<file path="config.mk">
export PLATFORM = sky130hd
export DESIGN_NAME = urbs_receiver
export DESIGN_NICKNAME = d
export VERILOG_FILES = /design/src/core/urbs_pkg.sv /design/src/core/urbs_rx_fifo.sv /design/src/core/urbs_receiver.sv
export SDC_FILE = /design/constraint.sdc
export NUM_CORES = 1
export LEC_CHECK = 0
export ABC_AREA = 1
export BUFFER_PORTS_ARGS = -buffer_cell sky130_fd_sc_hd__buf_2
export CAP_MARGIN = 0
export CORE_MARGIN = 2
export CORE_UTILIZATION = 29
export CTS_BUF_LIST = sky130_fd_sc_hd__clkbuf_8
export CTS_CLUSTER_DIAMETER = 100
export DETAILED_ROUTE_END_ITERATION = 8
export SLEW_MARGIN = 15
export SYNTH_ARGS = -nofsm -noshare
export SYNTH_HDL_FRONTEND = slang
export SYNTH_HIERARCHICAL = 1
export SYNTH_SLANG_ARGS = --single-unit
</file>
<file path="constraint.sdc">
create_clock -name sys_clk -period 3.2 [get_ports sys_clk]
set_input_delay 0.32 -clock sys_clk [delete_from_list [all_inputs] [get_ports sys_clk]]
set_output_delay 0.32 -clock sys_clk [all_outputs]
set_load 0.02 [all_outputs]
</file>
<file path="src/core/urbs_pkg.sv">
// Purpose: Shared constants and types of the serial receive buffer block
// Assumes: 8-bit register port, 3-bit word address
// Notes:   Entry layout is data[8:0], frame, overrun, parity error
package urbs_pkg;

  // ---------------------------------------------------------------
  // Register addresses
  // ---------------------------------------------------------------
  localparam int ADDR_W = 3;
  localparam logic [2:0] ADDR_DATA = 3'h0;
  localparam logic [2:0] ADDR_STAT_A = 3'h1;
  localparam logic [2:0] ADDR_STAT_B = 3'h2;
  localparam logic [2:0] ADDR_STAT_C = 3'h3;
  localparam logic [2:0] ADDR_BAUD_LO = 3'h4;
  localparam logic [2:0] ADDR_BAUD_HI = 3'h5;

  // ---------------------------------------------------------------
  // Field positions
  // ---------------------------------------------------------------
  localparam int A_RXC = 7;
  localparam int A_FE = 4;
  localparam int A_DOR = 3;
  localparam int A_UPE = 2;
  localparam int A_U2X = 1;
  localparam int B_RXCIE = 7;
  localparam int B_RXEN = 4;
  localparam int B_CSZ2 = 2;
  localparam int B_RXB8 = 1;
  localparam int C_UPM1 = 5;
  localparam int C_UPM0 = 4;
  localparam int C_USBS = 3;
  localparam int C_CSZ_LO = 1;

  // ---------------------------------------------------------------
  // Buffer entry layout
  // ---------------------------------------------------------------
  localparam int ENT_W = 12;
  localparam int ENT_FE = 9;
  localparam int ENT_DOR = 10;
  localparam int ENT_PE = 11;
  localparam int FIFO_DEPTH = 2;

  // ---------------------------------------------------------------
  // Sampling counts
  // ---------------------------------------------------------------
  localparam logic [4:0] SPB_NORM = 5'h10;
  localparam logic [4:0] SPB_DBL = 5'h08;
  localparam logic [4:0] VOTE_NORM = 5'h08;
  localparam logic [4:0] VOTE_DBL = 5'h04;
  localparam logic [4:0] SAMP_FIRST = 5'h01;

  // ---------------------------------------------------------------
  // Reset values
  // ---------------------------------------------------------------
  localparam logic [11:0] RST_BAUD = 12'h000;
  localparam logic RST_CSZ2 = 1'b0;
  localparam logic [1:0] RST_CSZ_LO = 2'h3;
  localparam logic RST_RXEN = 1'b0;

  // ---------------------------------------------------------------
  // Receiver states
  // ---------------------------------------------------------------
  typedef enum logic [4:0] {
    ST_IDLE = 5'b00001,
    ST_START = 5'b00010,
    ST_DATA = 5'b00100,
    ST_PARITY = 5'b01000,
    ST_STOP = 5'b10000
  } urbs_state_e;

endpackage

</file>
<file path="src/core/urbs_rx_fifo.sv">
// Purpose: Two-entry first-in first-out store for received characters
// Assumes: Caller never pushes when full nor pops when empty
// Notes:   Flush wins over push and pop in the same cycle
`timescale 1ns/1ns
module urbs_rx_fifo (
  // Clock and reset
  input wire logic sys_clk,
  input wire logic rst,
  // Write side
  input wire logic push,
  input wire logic [urbs_pkg::ENT_W-1:0] push_ent,
  // Read side
  input wire logic pop,
  input wire logic flush,
  output logic [urbs_pkg::ENT_W-1:0] head_ent,
  output logic [1:0] count
);

  typedef struct packed {
    logic [urbs_pkg::FIFO_DEPTH-1:0][urbs_pkg::ENT_W-1:0] mem;
    logic wr_ptr;
    logic rd_ptr;
    logic [1:0] cnt;
  } urbs_fifo_s;

  urbs_fifo_s q;
  urbs_fifo_s n;
  logic do_push;
  logic do_pop;

  // ---------------------------------------------------------------
  // Next state
  // ---------------------------------------------------------------
  // Guards keep count honest even if a caller slips
  always_comb begin
    n = q;
    do_push = push & (q.cnt != 2'h2);
    do_pop = pop & (q.cnt != 2'h0);
    for (int i = 0; i < urbs_pkg::FIFO_DEPTH; i++) begin
      if (do_push && (q.wr_ptr == i[0])) begin
        n.mem[i] = push_ent;
      end
    end
    if (do_push) begin
      n.wr_ptr = ~q.wr_ptr;
    end
    if (do_pop) begin
      n.rd_ptr = ~q.rd_ptr;
    end
    n.cnt = 2'(q.cnt + {1'b0, do_push} - {1'b0, do_pop});
    if (flush) begin
      n.wr_ptr = 1'b0;
      n.rd_ptr = 1'b0;
      n.cnt = 2'h0;
    end
  end

  // Storage register
  always_ff @(posedge sys_clk or posedge rst) begin
    if (rst) begin
      q <= '0;
    end else begin
      q <= n;
    end
  end

  assign head_ent = q.mem[q.rd_ptr];
  assign count = q.cnt;

endmodule // urbs_rx_fifo

</file>
<file path="src/core/urbs_receiver.sv">
// Purpose: Asynchronous serial receiver with two-character status buffer
// Assumes: sys_clk 10 MHz; sample tick every (baud+1) clocks
// Notes:   Register reads return data one cycle after the strobe
//
// The plain strobed port and the register offsets were decided locally.
`timescale 1ns/1ns

// How it works
// - Receive complete flag shows unread data present
// - Receiver disable empties buffer, clears complete flag
// - Interrupt request held while flag and enable
// - Data read advances buffer, status follows
// - Error bits stored with their character
// - Status writes never change error flags
// - Error flags never raise an interrupt
// - Frame error equals inverted first stop bit
// - Only first stop bit examined, count ignored
// - Two entries; overrun on start while full with one character held
// - Overrun cleared on successful transfer into buffer
// - Parity enable bit gates check, odd select
// - Parity error stored only when checking enabled
// - Parity error reads zero with checking off
// - Disable aborts any frame in progress at once
// - Pin override released while receiver disabled
// - Start edge realigns sampling, bits majority filtered
// - Sixteen samples per bit, eight double speed
// - Start voted at 8-10 or 4-6
// - Each bit voted over three centre samples
// - Ninth bit shown in control register, stored
module urbs_receiver (
  // Clock and reset
  input wire logic sys_clk,
  input wire logic rst,
  // Register port
  input wire logic [urbs_pkg::ADDR_W-1:0] reg_addr,
  input wire logic [7:0] reg_wdata,
  input wire logic reg_wr,
  input wire logic reg_rd,
  output logic [7:0] reg_rdata,
  // Serial line
  input wire logic rx_pin,
  output logic rx_pin_override,
  // Request
  output logic rx_complete_irq
);

  typedef struct packed {
    urbs_pkg::urbs_state_e state;
    logic sync1;
    logic sync2;
    logic prev_rx;
    logic [11:0] tick_cnt;
    logic [4:0] samp;
    logic [3:0] bit_idx;
    logic vote_a;
    logic vote_b;
    logic [8:0] shreg;
    logic par_bit;
    logic pend;
    logic [urbs_pkg::ENT_W-1:0] pend_ent;
    logic dor_lat;
    logic u2x;
    logic rxcie;
    logic rxen;
    logic csz2;
    logic upm1;
    logic upm0;
    logic usbs;
    logic [1:0] csz_lo;
    logic [11:0] baud;
    logic [7:0] rdata;
    logic irq;
    logic pin_ovr;
  } urbs_rx_s;

  urbs_rx_s q;
  urbs_rx_s n;

  logic tick;
  logic maj;
  logic [4:0] spb;
  logic [4:0] vfirst;
  logic [3:0] clen;
  logic [8:0] data9;
  logic par_err;
  logic [urbs_pkg::ENT_W-1:0] stop_ent;
  logic [urbs_pkg::ENT_W-1:0] head_ent;
  logic [urbs_pkg::ENT_W-1:0] push_ent;
  logic [1:0] fifo_cnt;
  logic [1:0] cnt_next;
  logic fifo_empty;
  logic fifo_full;
  logic push;
  logic pop;
  logic flush;
  logic [7:0] rd_val;

  // ---------------------------------------------------------------
  // Character length from size select
  // ---------------------------------------------------------------
  function automatic logic [3:0] char_len(input logic [2:0] sel);
    logic [3:0] len;
    len = 4'h8;
    case (sel)
      3'h0: len = 4'h5;
      3'h1: len = 4'h6;
      3'h2: len = 4'h7;
      3'h7: len = 4'h9;
      default: len = 4'h8;
    endcase
    return len;
  endfunction

  // ---------------------------------------------------------------
  // Receive buffer
  // ---------------------------------------------------------------
  urbs_rx_fifo u_fifo (
    .sys_clk(sys_clk),
    .rst(rst),
    .push(push),
    .push_ent(push_ent),
    .pop(pop),
    .flush(flush),
    .head_ent(head_ent),
    .count(fifo_cnt)
  );

  // Buffer status and frame decode helpers
  assign fifo_empty = (fifo_cnt == 2'h0);
  assign fifo_full = (fifo_cnt == 2'h2);
  assign spb = q.u2x ? urbs_pkg::SPB_DBL : urbs_pkg::SPB_NORM;
  assign vfirst = q.u2x ? urbs_pkg::VOTE_DBL : urbs_pkg::VOTE_NORM;
  assign clen = char_len({q.csz2, q.csz_lo});
  // Third centre sample is the live synchronised level
  assign maj = (q.vote_a & q.vote_b) | (q.vote_a & q.sync2) |
               (q.vote_b & q.sync2);
  // Bits enter at the top, so short characters land masked low
  assign data9 = q.shreg >> (4'h9 - clen);
  assign par_err = q.upm1 & ((^data9 ^ q.par_bit) != q.upm0);
  assign stop_ent = {par_err, q.dor_lat, ~maj, data9};

  // ---------------------------------------------------------------
  // Read data mux
  // ---------------------------------------------------------------
  // Status shows the oldest unread character
  always_comb begin
    rd_val = 8'h00;
    case (reg_addr)
      urbs_pkg::ADDR_DATA: begin
        rd_val = fifo_empty ? 8'h00 : head_ent[7:0];
      end
      urbs_pkg::ADDR_STAT_A: begin
        rd_val[urbs_pkg::A_RXC] = ~fifo_empty;
        rd_val[urbs_pkg::A_FE] = ~fifo_empty & head_ent[urbs_pkg::ENT_FE];
        rd_val[urbs_pkg::A_DOR] = ~fifo_empty & head_ent[urbs_pkg::ENT_DOR];
        rd_val[urbs_pkg::A_UPE] = ~fifo_empty & q.upm1 &
                                  head_ent[urbs_pkg::ENT_PE];
        rd_val[urbs_pkg::A_U2X] = q.u2x;
      end
      urbs_pkg::ADDR_STAT_B: begin
        rd_val[urbs_pkg::B_RXCIE] = q.rxcie;
        rd_val[urbs_pkg::B_RXEN] = q.rxen;
        rd_val[urbs_pkg::B_CSZ2] = q.csz2;
        rd_val[urbs_pkg::B_RXB8] = ~fifo_empty & head_ent[8];
      end
      urbs_pkg::ADDR_STAT_C: begin
        rd_val[urbs_pkg::C_UPM1] = q.upm1;
        rd_val[urbs_pkg::C_UPM0] = q.upm0;
        rd_val[urbs_pkg::C_USBS] = q.usbs;
        rd_val[urbs_pkg::C_CSZ_LO +: 2] = q.csz_lo;
      end
      urbs_pkg::ADDR_BAUD_LO: rd_val = q.baud[7:0];
      urbs_pkg::ADDR_BAUD_HI: rd_val = {4'h0, q.baud[11:8]};
      default: rd_val = 8'h00;
    endcase
  end

  // ---------------------------------------------------------------
  // Next state
  // ---------------------------------------------------------------
  always_comb begin
    n = q;
    push = 1'b0;
    pop = 1'b0;
    flush = 1'b0;
    push_ent = stop_ent;
    tick = 1'b0;
    n.sync1 = rx_pin;
    n.sync2 = q.sync1;

    // Sample tick divider, free running
    if (q.tick_cnt >= q.baud) begin
      n.tick_cnt = 12'h000;
      tick = 1'b1;
    end else begin
      n.tick_cnt = 12'(q.tick_cnt + 12'h001);
    end

    // Sample counter wraps once per bit
    if (tick && (q.state != urbs_pkg::ST_IDLE)) begin
      n.samp = (q.samp == spb) ? urbs_pkg::SAMP_FIRST :
               5'(q.samp + 5'h01);
      if (q.samp == vfirst) begin
        n.vote_a = q.sync2;
      end
      if (q.samp == 5'(vfirst + 5'h01)) begin
        n.vote_b = q.sync2;
      end
    end

    unique case (q.state)
      urbs_pkg::ST_IDLE: begin
        if (tick && q.rxen) begin
          n.prev_rx = q.sync2;
          // Falling edge marks sample one of a new start bit
          if (q.prev_rx && !q.sync2) begin
            if (q.pend && fifo_full) begin // Full with char held: start dropped, overrun flagged
              n.dor_lat = 1'b1;
            end else begin
              n.state = urbs_pkg::ST_START;
              n.samp = urbs_pkg::SAMP_FIRST;
              n.shreg = 9'h000;
              n.bit_idx = 4'h0;
            end
          end
        end
      end
      urbs_pkg::ST_START: begin
        if (tick && (q.samp == 5'(vfirst + 5'h02)) && maj) begin
          n.state = urbs_pkg::ST_IDLE;
          n.prev_rx = q.sync2;
        end else if (tick && (q.samp == spb)) begin
          n.state = urbs_pkg::ST_DATA;
        end
      end
      urbs_pkg::ST_DATA: begin
        if (tick && (q.samp == 5'(vfirst + 5'h02))) begin
          n.shreg = {maj, q.shreg[8:1]};
        end
        if (tick && (q.samp == spb)) begin
          if (q.bit_idx == 4'(clen - 4'h1)) begin
            n.state = q.upm1 ? urbs_pkg::ST_PARITY : urbs_pkg::ST_STOP;
          end else begin
            n.bit_idx = 4'(q.bit_idx + 4'h1);
          end
        end
      end
      urbs_pkg::ST_PARITY: begin
        if (tick && (q.samp == 5'(vfirst + 5'h02))) begin
          n.par_bit = maj;
        end
        if (tick && (q.samp == spb)) begin
          n.state = urbs_pkg::ST_STOP;
        end
      end
      urbs_pkg::ST_STOP: begin
        // Later stop bits are never looked at
        if (tick && (q.samp == 5'(vfirst + 5'h02))) begin
          n.state = urbs_pkg::ST_IDLE;
          n.prev_rx = maj;
          if (fifo_full) begin
            n.pend = 1'b1;
            n.pend_ent = stop_ent;
          end else begin
            push = 1'b1;
            n.dor_lat = 1'b0;
          end
        end
      end
    endcase

    // Held character moves in as soon as a slot frees
    if (q.pend && !fifo_full) begin
      push = 1'b1;
      push_ent = q.pend_ent;
      push_ent[urbs_pkg::ENT_DOR] = q.pend_ent[urbs_pkg::ENT_DOR] |
                                    q.dor_lat;
      n.pend = 1'b0;
      n.dor_lat = 1'b0;
    end

    // Register writes; error flags have no write path
    if (reg_wr) begin
      case (reg_addr)
        urbs_pkg::ADDR_STAT_A: begin
          n.u2x = reg_wdata[urbs_pkg::A_U2X];
        end
        urbs_pkg::ADDR_STAT_B: begin
          n.rxcie = reg_wdata[urbs_pkg::B_RXCIE];
          n.rxen = reg_wdata[urbs_pkg::B_RXEN];
          n.csz2 = reg_wdata[urbs_pkg::B_CSZ2];
        end
        urbs_pkg::ADDR_STAT_C: begin
          n.upm1 = reg_wdata[urbs_pkg::C_UPM1];
          n.upm0 = reg_wdata[urbs_pkg::C_UPM0];
          n.usbs = reg_wdata[urbs_pkg::C_USBS];
          n.csz_lo = reg_wdata[urbs_pkg::C_CSZ_LO +: 2];
        end
        urbs_pkg::ADDR_BAUD_LO: n.baud[7:0] = reg_wdata;
        urbs_pkg::ADDR_BAUD_HI: n.baud[11:8] = reg_wdata[3:0];
        default: n.baud = q.baud;
      endcase
    end

    // Read data stands for one cycle only
    n.rdata = reg_rd ? rd_val : 8'h00;
    if (reg_rd && (reg_addr == urbs_pkg::ADDR_DATA) && !fifo_empty) begin
      pop = 1'b1;
    end

    // Disable is immediate: frame, held character and buffer dropped
    if (!n.rxen) begin
      n.state = urbs_pkg::ST_IDLE;
      n.pend = 1'b0;
      n.dor_lat = 1'b0;
      n.prev_rx = 1'b0;
      push = 1'b0;
      flush = 1'b1;
    end

    // Request follows buffer occupancy, errors play no part
    if (flush) begin
      cnt_next = 2'h0;
    end else begin
      cnt_next = 2'(fifo_cnt + {1'b0, push & !fifo_full} -
                    {1'b0, pop});
    end
    n.irq = n.rxcie & (cnt_next != 2'h0);
    n.pin_ovr = n.rxen;
  end

  // ---------------------------------------------------------------
  // State register
  // ---------------------------------------------------------------
  // Line idles high, so synchronisers reset to one
  always_ff @(posedge sys_clk or posedge rst) begin
    if (rst) begin
      q <= '0;
      q.state <= urbs_pkg::ST_IDLE;
      q.sync1 <= 1'b1;
      q.sync2 <= 1'b1;
      q.rxen <= urbs_pkg::RST_RXEN;
      q.csz2 <= urbs_pkg::RST_CSZ2;
      q.csz_lo <= urbs_pkg::RST_CSZ_LO;
      q.baud <= urbs_pkg::RST_BAUD;
    end else begin
      q <= n;
    end
  end

  // Outputs straight from flops
  assign reg_rdata = q.rdata;
  assign rx_pin_override = q.pin_ovr;
  assign rx_complete_irq = q.irq;

endmodule // urbs_receiver

</file>
==> results of run 1 <==
-- cell type report --
cell class                 instances  area share
multi-input combinational        631       0.431
sequential                       113       0.376
inverter                         111      0.0558
tap                              285      0.0474
clock buffer                      20      0.0366
timing repair buffer              37      0.0309
clock inverter                    12      0.0218
-- state kept, by name (all words and copies together) (netlist names) --
register         flops
n                    1
q                   74
reg_rdata            8
rx_complete_irq      1
rx_pin_override      1
u_fifo/count         2
u_fifo/q            26
-- repair_timing --
action | CTS | global route
gates resized for setup | 0 | 1
endpoints found under the hold margin | 81 | 0
endpoints found under the setup margin | 0 | 2
hold buffers | 2 | 0
-- worst max-delay path by stage --
stage,start,endpoint,depth (start not counted)
after floorplan,q[73],u_fifo/count[1],18
after detailed placement,q[12],rx_complete_irq,18
final,q[73],rx_complete_irq,17
after global routing,q[73],rx_complete_irq,17
after CTS,q[13],rx_complete_irq,18
after global placement,q[13],rx_complete_irq,18
-- worst max-delay path: cells and delay by family (launching register included) --
family | cells | cell delay [ps]
AOI/OAI and AO/OA | 2 | 280
buffers and inverters | 3 | 160
and+or+nand+nor | 8 | 1030
xor gates and xnor gates | 1 | 150
adders and majority gates | 3 | 770
DFF | 1 | 430
-- routing by layer --
metal,global-route usage,vias up,share of wire
met5,0,-,0
met4,0.0428,0,0.012
met3,0.0360,17,0.038
met2,0.219,91,0.45
met1,0.199,2601,0.50
li1,-,2933,-
-- kinds of logic (layout without fill, tap and decap cells) --
logic type	Yosys count	in the layout
and+or+nand+nor	483	483
buffers and inverters	146	180
DFF	113	113
xor gates and xnor gates	14	14
AOI/OAI and AO/OA	110	110
adders and majority gates	24	24
-- report_power, final --
group	leakage (uW)	switching (uW)	internal, uW	total, uW
clock network	0.000231	610	900	1510
registers	0.00150	166	1620	1790
logic	0.00212	968	519	1490
total	0.00385	1740	3040	4790
-- synthesized netlist by cell type, types with 8 or more instances --
cell,number
inv_1,104
buf_4,14
buf_2,13
a21oi_1,23
dfrtp_1,108
nand3_2,10
nand2_1,269
xor2_1,8
nand3_1,76
nand2_2,18
o21ai_0,55
ha_1,24
nor2_1,56
nand4_1,30
-- through the flow --
step	std cells	hold slack, ps	utilization	power [uW]	instance area, um2
after CTS	1209	111	0.332	4820	7530
after global placement	1175	347	0.311	3270	7070
after floorplan	890	324	-	2940	6730
final	1209	147	0.332	4790	7530
after detailed placement	1175	347	0.311	3290	7070
after global routing	1209	135	0.332	5160	7530
==> metrics, run 1 <==
result of the run=complete, no violations; crit-path max FO=5; WS Path Type=reg2reg; Placeable Area=22700 um2; WHS Endpoint=q[16]; WL final=16200 um; most used flip-flop cell after synthesis=dfrtp_1; antenna viol nets, final=0; share of cells above drive strength 1=0.130; CP startpoint kind=register; starting density of the core=0.296; DR vias=5642; Setup violations, final=0; Worst VDD drop=236 uV; DR pass1 iterations=5; flop2flop setup slack=280 ps; Clock Skews=12.4 ps; Reg area=2830 um2; GRT Total Usage=0.143; max-cap violations=0; DR iter-0 viols=393; Area growth syn-to-layout=11.9%; HPWL Detailed=11800 um; largest net degree at the start of global routing=86; Worst path max stage delay=430 ps; highest-count cells in the layout ignoring fill and taps=nand2_1 (269), dfrtp_1 (108), inv_1 (104), nand3_1 (76), nor2_1 (56); Synth async-reset ratio=1.00; Worst R2R End=rx_complete_irq; clock root buffer=clkbuf_8; XOR/XNOR Fraction of Synth Area=0.0182; Compound-Gate Fraction of Synth Area=0.0945; Synth area leaders=dfrtp_1 (40%), nand2_1 (15%), inv_1 (5.8%); WP data required=3550 ps; DR WL/cell=13.4 um; Max clock buf depth=2; post-synth top area share=0.402; Vias/cell=4.67; clock latency on the worst-skew pair=470 ps; Distinct cells, synth=47; post-synth top area cell=dfrtp_1; Slew headroom=0.564; Die Height=156 um; RSZ-0062 raised after global routing=false; slew at the pin closest to its max-slew limit=653 ps; die area=24400 um2; main combinational cell family by area after synthesis=simple AND/OR/NAND/NOR gates; ant diodes=0; IO Pins=26; syn_nets=930; Adder-Cell Fraction of Synth Area=0.0446; reg2reg path depth=17; post-route setup TNS=0 ps; final worst path period need=2920 ps; DRC=0; slowest stage cell, crit path=dfrtp_1; Seq/Total Area, Yosys=0.421; Hold Path Cell Cnt=3; FF-to-FF Start=q[73]; die width=156 um; Final GP Congestion=0.852; mux cell area share after synthesis=0; Max Fclk=342 MHz; initial antenna violation count=0; first-pass GRT wire length=27300 um; crit path DAT=3270 ps; Warnings, synthesis=6; worst setup margin=278 ps; CTS buffer count=17; vias in the first global route=5355; total grt overflow=0; Hold Path Class=in2reg; Mapped Area=6730 um2; num rows=55; Synth Instances=890; IO Port Bufs=25; Sink Count=113; Final period util=0.913; CP cell instances=ha_1 -> nand4_1 -> nor3_1 -> nand2_1 -> nand4_2 -> nand2_1 -> inv_1 -> nand3_1 -> a21oi_2 -> inv_1 -> ha_1 -> inv_1 -> ha_1 -> xor2_1 -> or2_2 -> a21oi_1 -> nor3_1; footprint of the multi-input gates=3250 um2; leakage power=0.00385 uW; PD cells=635 nW/um2; Fillers=2449; clk slew on worst S/H paths=70 ps; Fin. Hold Viols=0; Post-CTS Repair Setup Buffers=0; Post-synth EDFFs=0; simple-gate share of the synthesized area=0.325; CTS tree=done; FF+latch count, synth=113; Hold Crit Start=reg_wdata[6]; CP endpoint kind=register; mean area per synthesized cell=7.56 um2; H-tree depth=4; pre-CTS setup slack=246 ps; Net count, final=951; most common cell after layout, fill and taps aside=nand2_1; Slew Viols, Final=0
No activity file was read; power rests on OpenSTA's default activity.
==> run 2: changes to the inputs <==
--- a/config.mk
+++ b/config.mk
@@ -9,7 +9,7 @@
 export BUFFER_PORTS_ARGS = -buffer_cell sky130_fd_sc_hd__buf_2
 export CAP_MARGIN = 0
 export CORE_MARGIN = 2
-export CORE_UTILIZATION = 29
+export CORE_UTILIZATION = 35
 export CTS_BUF_LIST = sky130_fd_sc_hd__clkbuf_8
 export CTS_CLUSTER_DIAMETER = 100
 export DETAILED_ROUTE_END_ITERATION = 8
==> run 2 against run 1 <==
Critical path depth unchanged. Non-clock buffer count up 2. Power is 3.4% lower. Via count up 1.4%. Die area decreased by 17%. Clock skew increased by 2.7 ps. Critical path type unchanged. Critical endpoint unchanged. Highest routed layer unchanged.
==> metrics, run 2 (same netlist as run 1, synthesis figures left out) <==
result of the run=complete, no violations; Worst VDD drop=282 uV (+20%); FF-to-FF Start=q[71]; reg2reg path depth=17 (unchanged); IO Pins=26 (unchanged); DR WL/cell=13.8 um (+3.2%); clk slew on worst S/H paths=70 ps (about the same); leakage power=0.00384 uW (-0.34%); Sink Count=113 (unchanged); CP startpoint kind=register; max reg flops=74 (unchanged); Vias/cell=4.93 (+5.7%); CTS tree=done; ant diodes=0 (unchanged); total grt overflow=0 (unchanged); num rows=50 (-9.1%); starting density of the core=0.358 (+0.0622); final worst path period need=2890 ps (-31.2 ps); post-route setup TNS=0 ps (unchanged); Slew Viols, Final=0 (unchanged); Max Fclk=346 MHz (+1.1%); first-pass GRT wire length=27200 um (-0.20%); die area=20300 um2 (-17%); antenna viol nets, final=0 (unchanged); highest-count cells in the layout ignoring fill and taps=nand2_1 (269), dfrtp_1 (108), inv_1 (103), nand3_1 (76), nor2_1 (56); largest net degree at the start of global routing=41 (-52%); PD cells=622 nW/um2 (-2.2%); initial antenna violation count=0 (unchanged); DR iter-0 viols=462 (+18%); pre-CTS setup slack=257 ps (+11.2 ps); Slew headroom=0.302 (-0.262); Fillers=1951 (-20%); DRC=0 (unchanged); Fin. Hold Viols=0 (unchanged); Placeable Area=18800 um2 (-17%); Hold Path Cell Cnt=3 (unchanged); Net count, final=953 (+0.21%); footprint of the multi-input gates=3250 um2 (+0.15%); clock root buffer=clkbuf_8; Critical Path Start=q[71]; Reg area=2830 um2 (unchanged); WL final=16000 um (-0.98%); DR vias=5723 (+1.4%); CP endpoint kind=register; worst setup margin=309 ps (+31.2 ps); share of cells above drive strength 1=0.133 (+0.00296); CTS buffer count=17 (unchanged); Final GP Congestion=0.887 (+4.1%); Hold Crit Start=reg_wdata[6]; Area growth syn-to-layout=10.6%; Setup violations, final=0 (unchanged); vias in the first global route=5390 (+0.65%); slew at the pin closest to its max-slew limit=1040 ps (+388 ps); DR pass1 iterations=6 (+1); Clock Skews=15.1 ps (+2.70 ps); GRT Total Usage=0.170 (+0.0270); Die Height=143 um (-8.7%); max-cap violations=0 (unchanged); H-tree depth=4 (unchanged); most common cell after layout, fill and taps aside=nand2_1; WS Path Type=reg2reg; clock latency on the worst-skew pair=450 ps (-20 ps); IO Port Bufs=25 (unchanged); die width=143 um (-8.7%); largest reg by FF count=q; Max clock buf depth=2 (unchanged); crit-path max FO=5 (unchanged); WP data required=3520 ps (-30 ps); Final period util=0.903 (-0.00975); HPWL Detailed=11700 um (-1.4%); Hold Path Class=in2reg; crit path DAT=3220 ps (-50 ps); RSZ-0062 raised after global routing=false
[run 2: worst max-delay path: stages (launching register included)]
cell	delay (ps)
dfrtp_1	430
ha_1	310
nand4_1	160
nor3_2	170
nand2_1	80
nand4_2	80
nand2_1	80
inv_1	80
nand3_1	80
a21oi_2	160
inv_1	60
ha_1	260
inv_1	40
ha_1	180
xor2_1	150
or2_2	280
a21oi_1	130
nor3_1	60
[run 2: final timing paths]
| path | slack, ps | endpoint |
|---|---|---|
| worst max-delay path | 310 | rx_complete_irq |
| worst min-delay path | 150 | q[16] |
| worst max register to register | 310 | rx_complete_irq |
| worst min register to register | 360 | q[79] |
| max in group asynchronous | 1960 | reg_rdata[3] |
| min in group asynchronous | 540 | q[13] |
[run 2: area by class of cell]
cell class | count | share of cell area
multi-input combinational | 631 | 0.437
inverter | 111 | 0.0565
timing repair buffer | 39 | 0.0333
sequential | 113 | 0.381
tap | 234 | 0.0394
clock inverter | 12 | 0.0155
clock buffer | 20 | 0.0370
[run 2: what timing repair did]
| action | CTS | global route |
|---|---|---|
| hold endpoints to repair | 18 | 0 |
| hold buffers | 2 | 0 |
| setup buffers | 0 | 2 |
| endpoints found under the setup margin | 0 | 1 |
| gates resized for setup | 0 | 2 |
[run 2: power by group]
part	switching [uW]	total [uW]	internal [uW]	leakage, uW
Clock	606	1350	741	0.000209
Sequential	162	1780	1620	0.00150
Combinational	968	1490	524	0.00213
Total	1740	4620	2890	0.00384
[run 2: per-layer routing]
layer | global-route usage | vias to the layer above | wire, um
met5 | 0 | - | 0
met3 | 0.0459 | 16 | 691
met1 | 0.241 | 2644 | 8160
met2 | 0.259 | 120 | 7060
met4 | 0.0401 | 0 | 133
li1 | - | 2943 | -
[run 2: through the flow]
step	util	cell area (um2)	total power [uW]	instances	hold slack (ps)
6_report	0.396	7440	4620	1160	155
5_1_grt	0.396	7440	4980	1160	127
4_1_cts	0.395	7420	4650	1158	124
3_5_place_dp	0.373	7010	3280	1124	347
3_3_place_gp	0.373	7010	3270	1124	347
2_1_floorplan	-	6730	2940	890	324
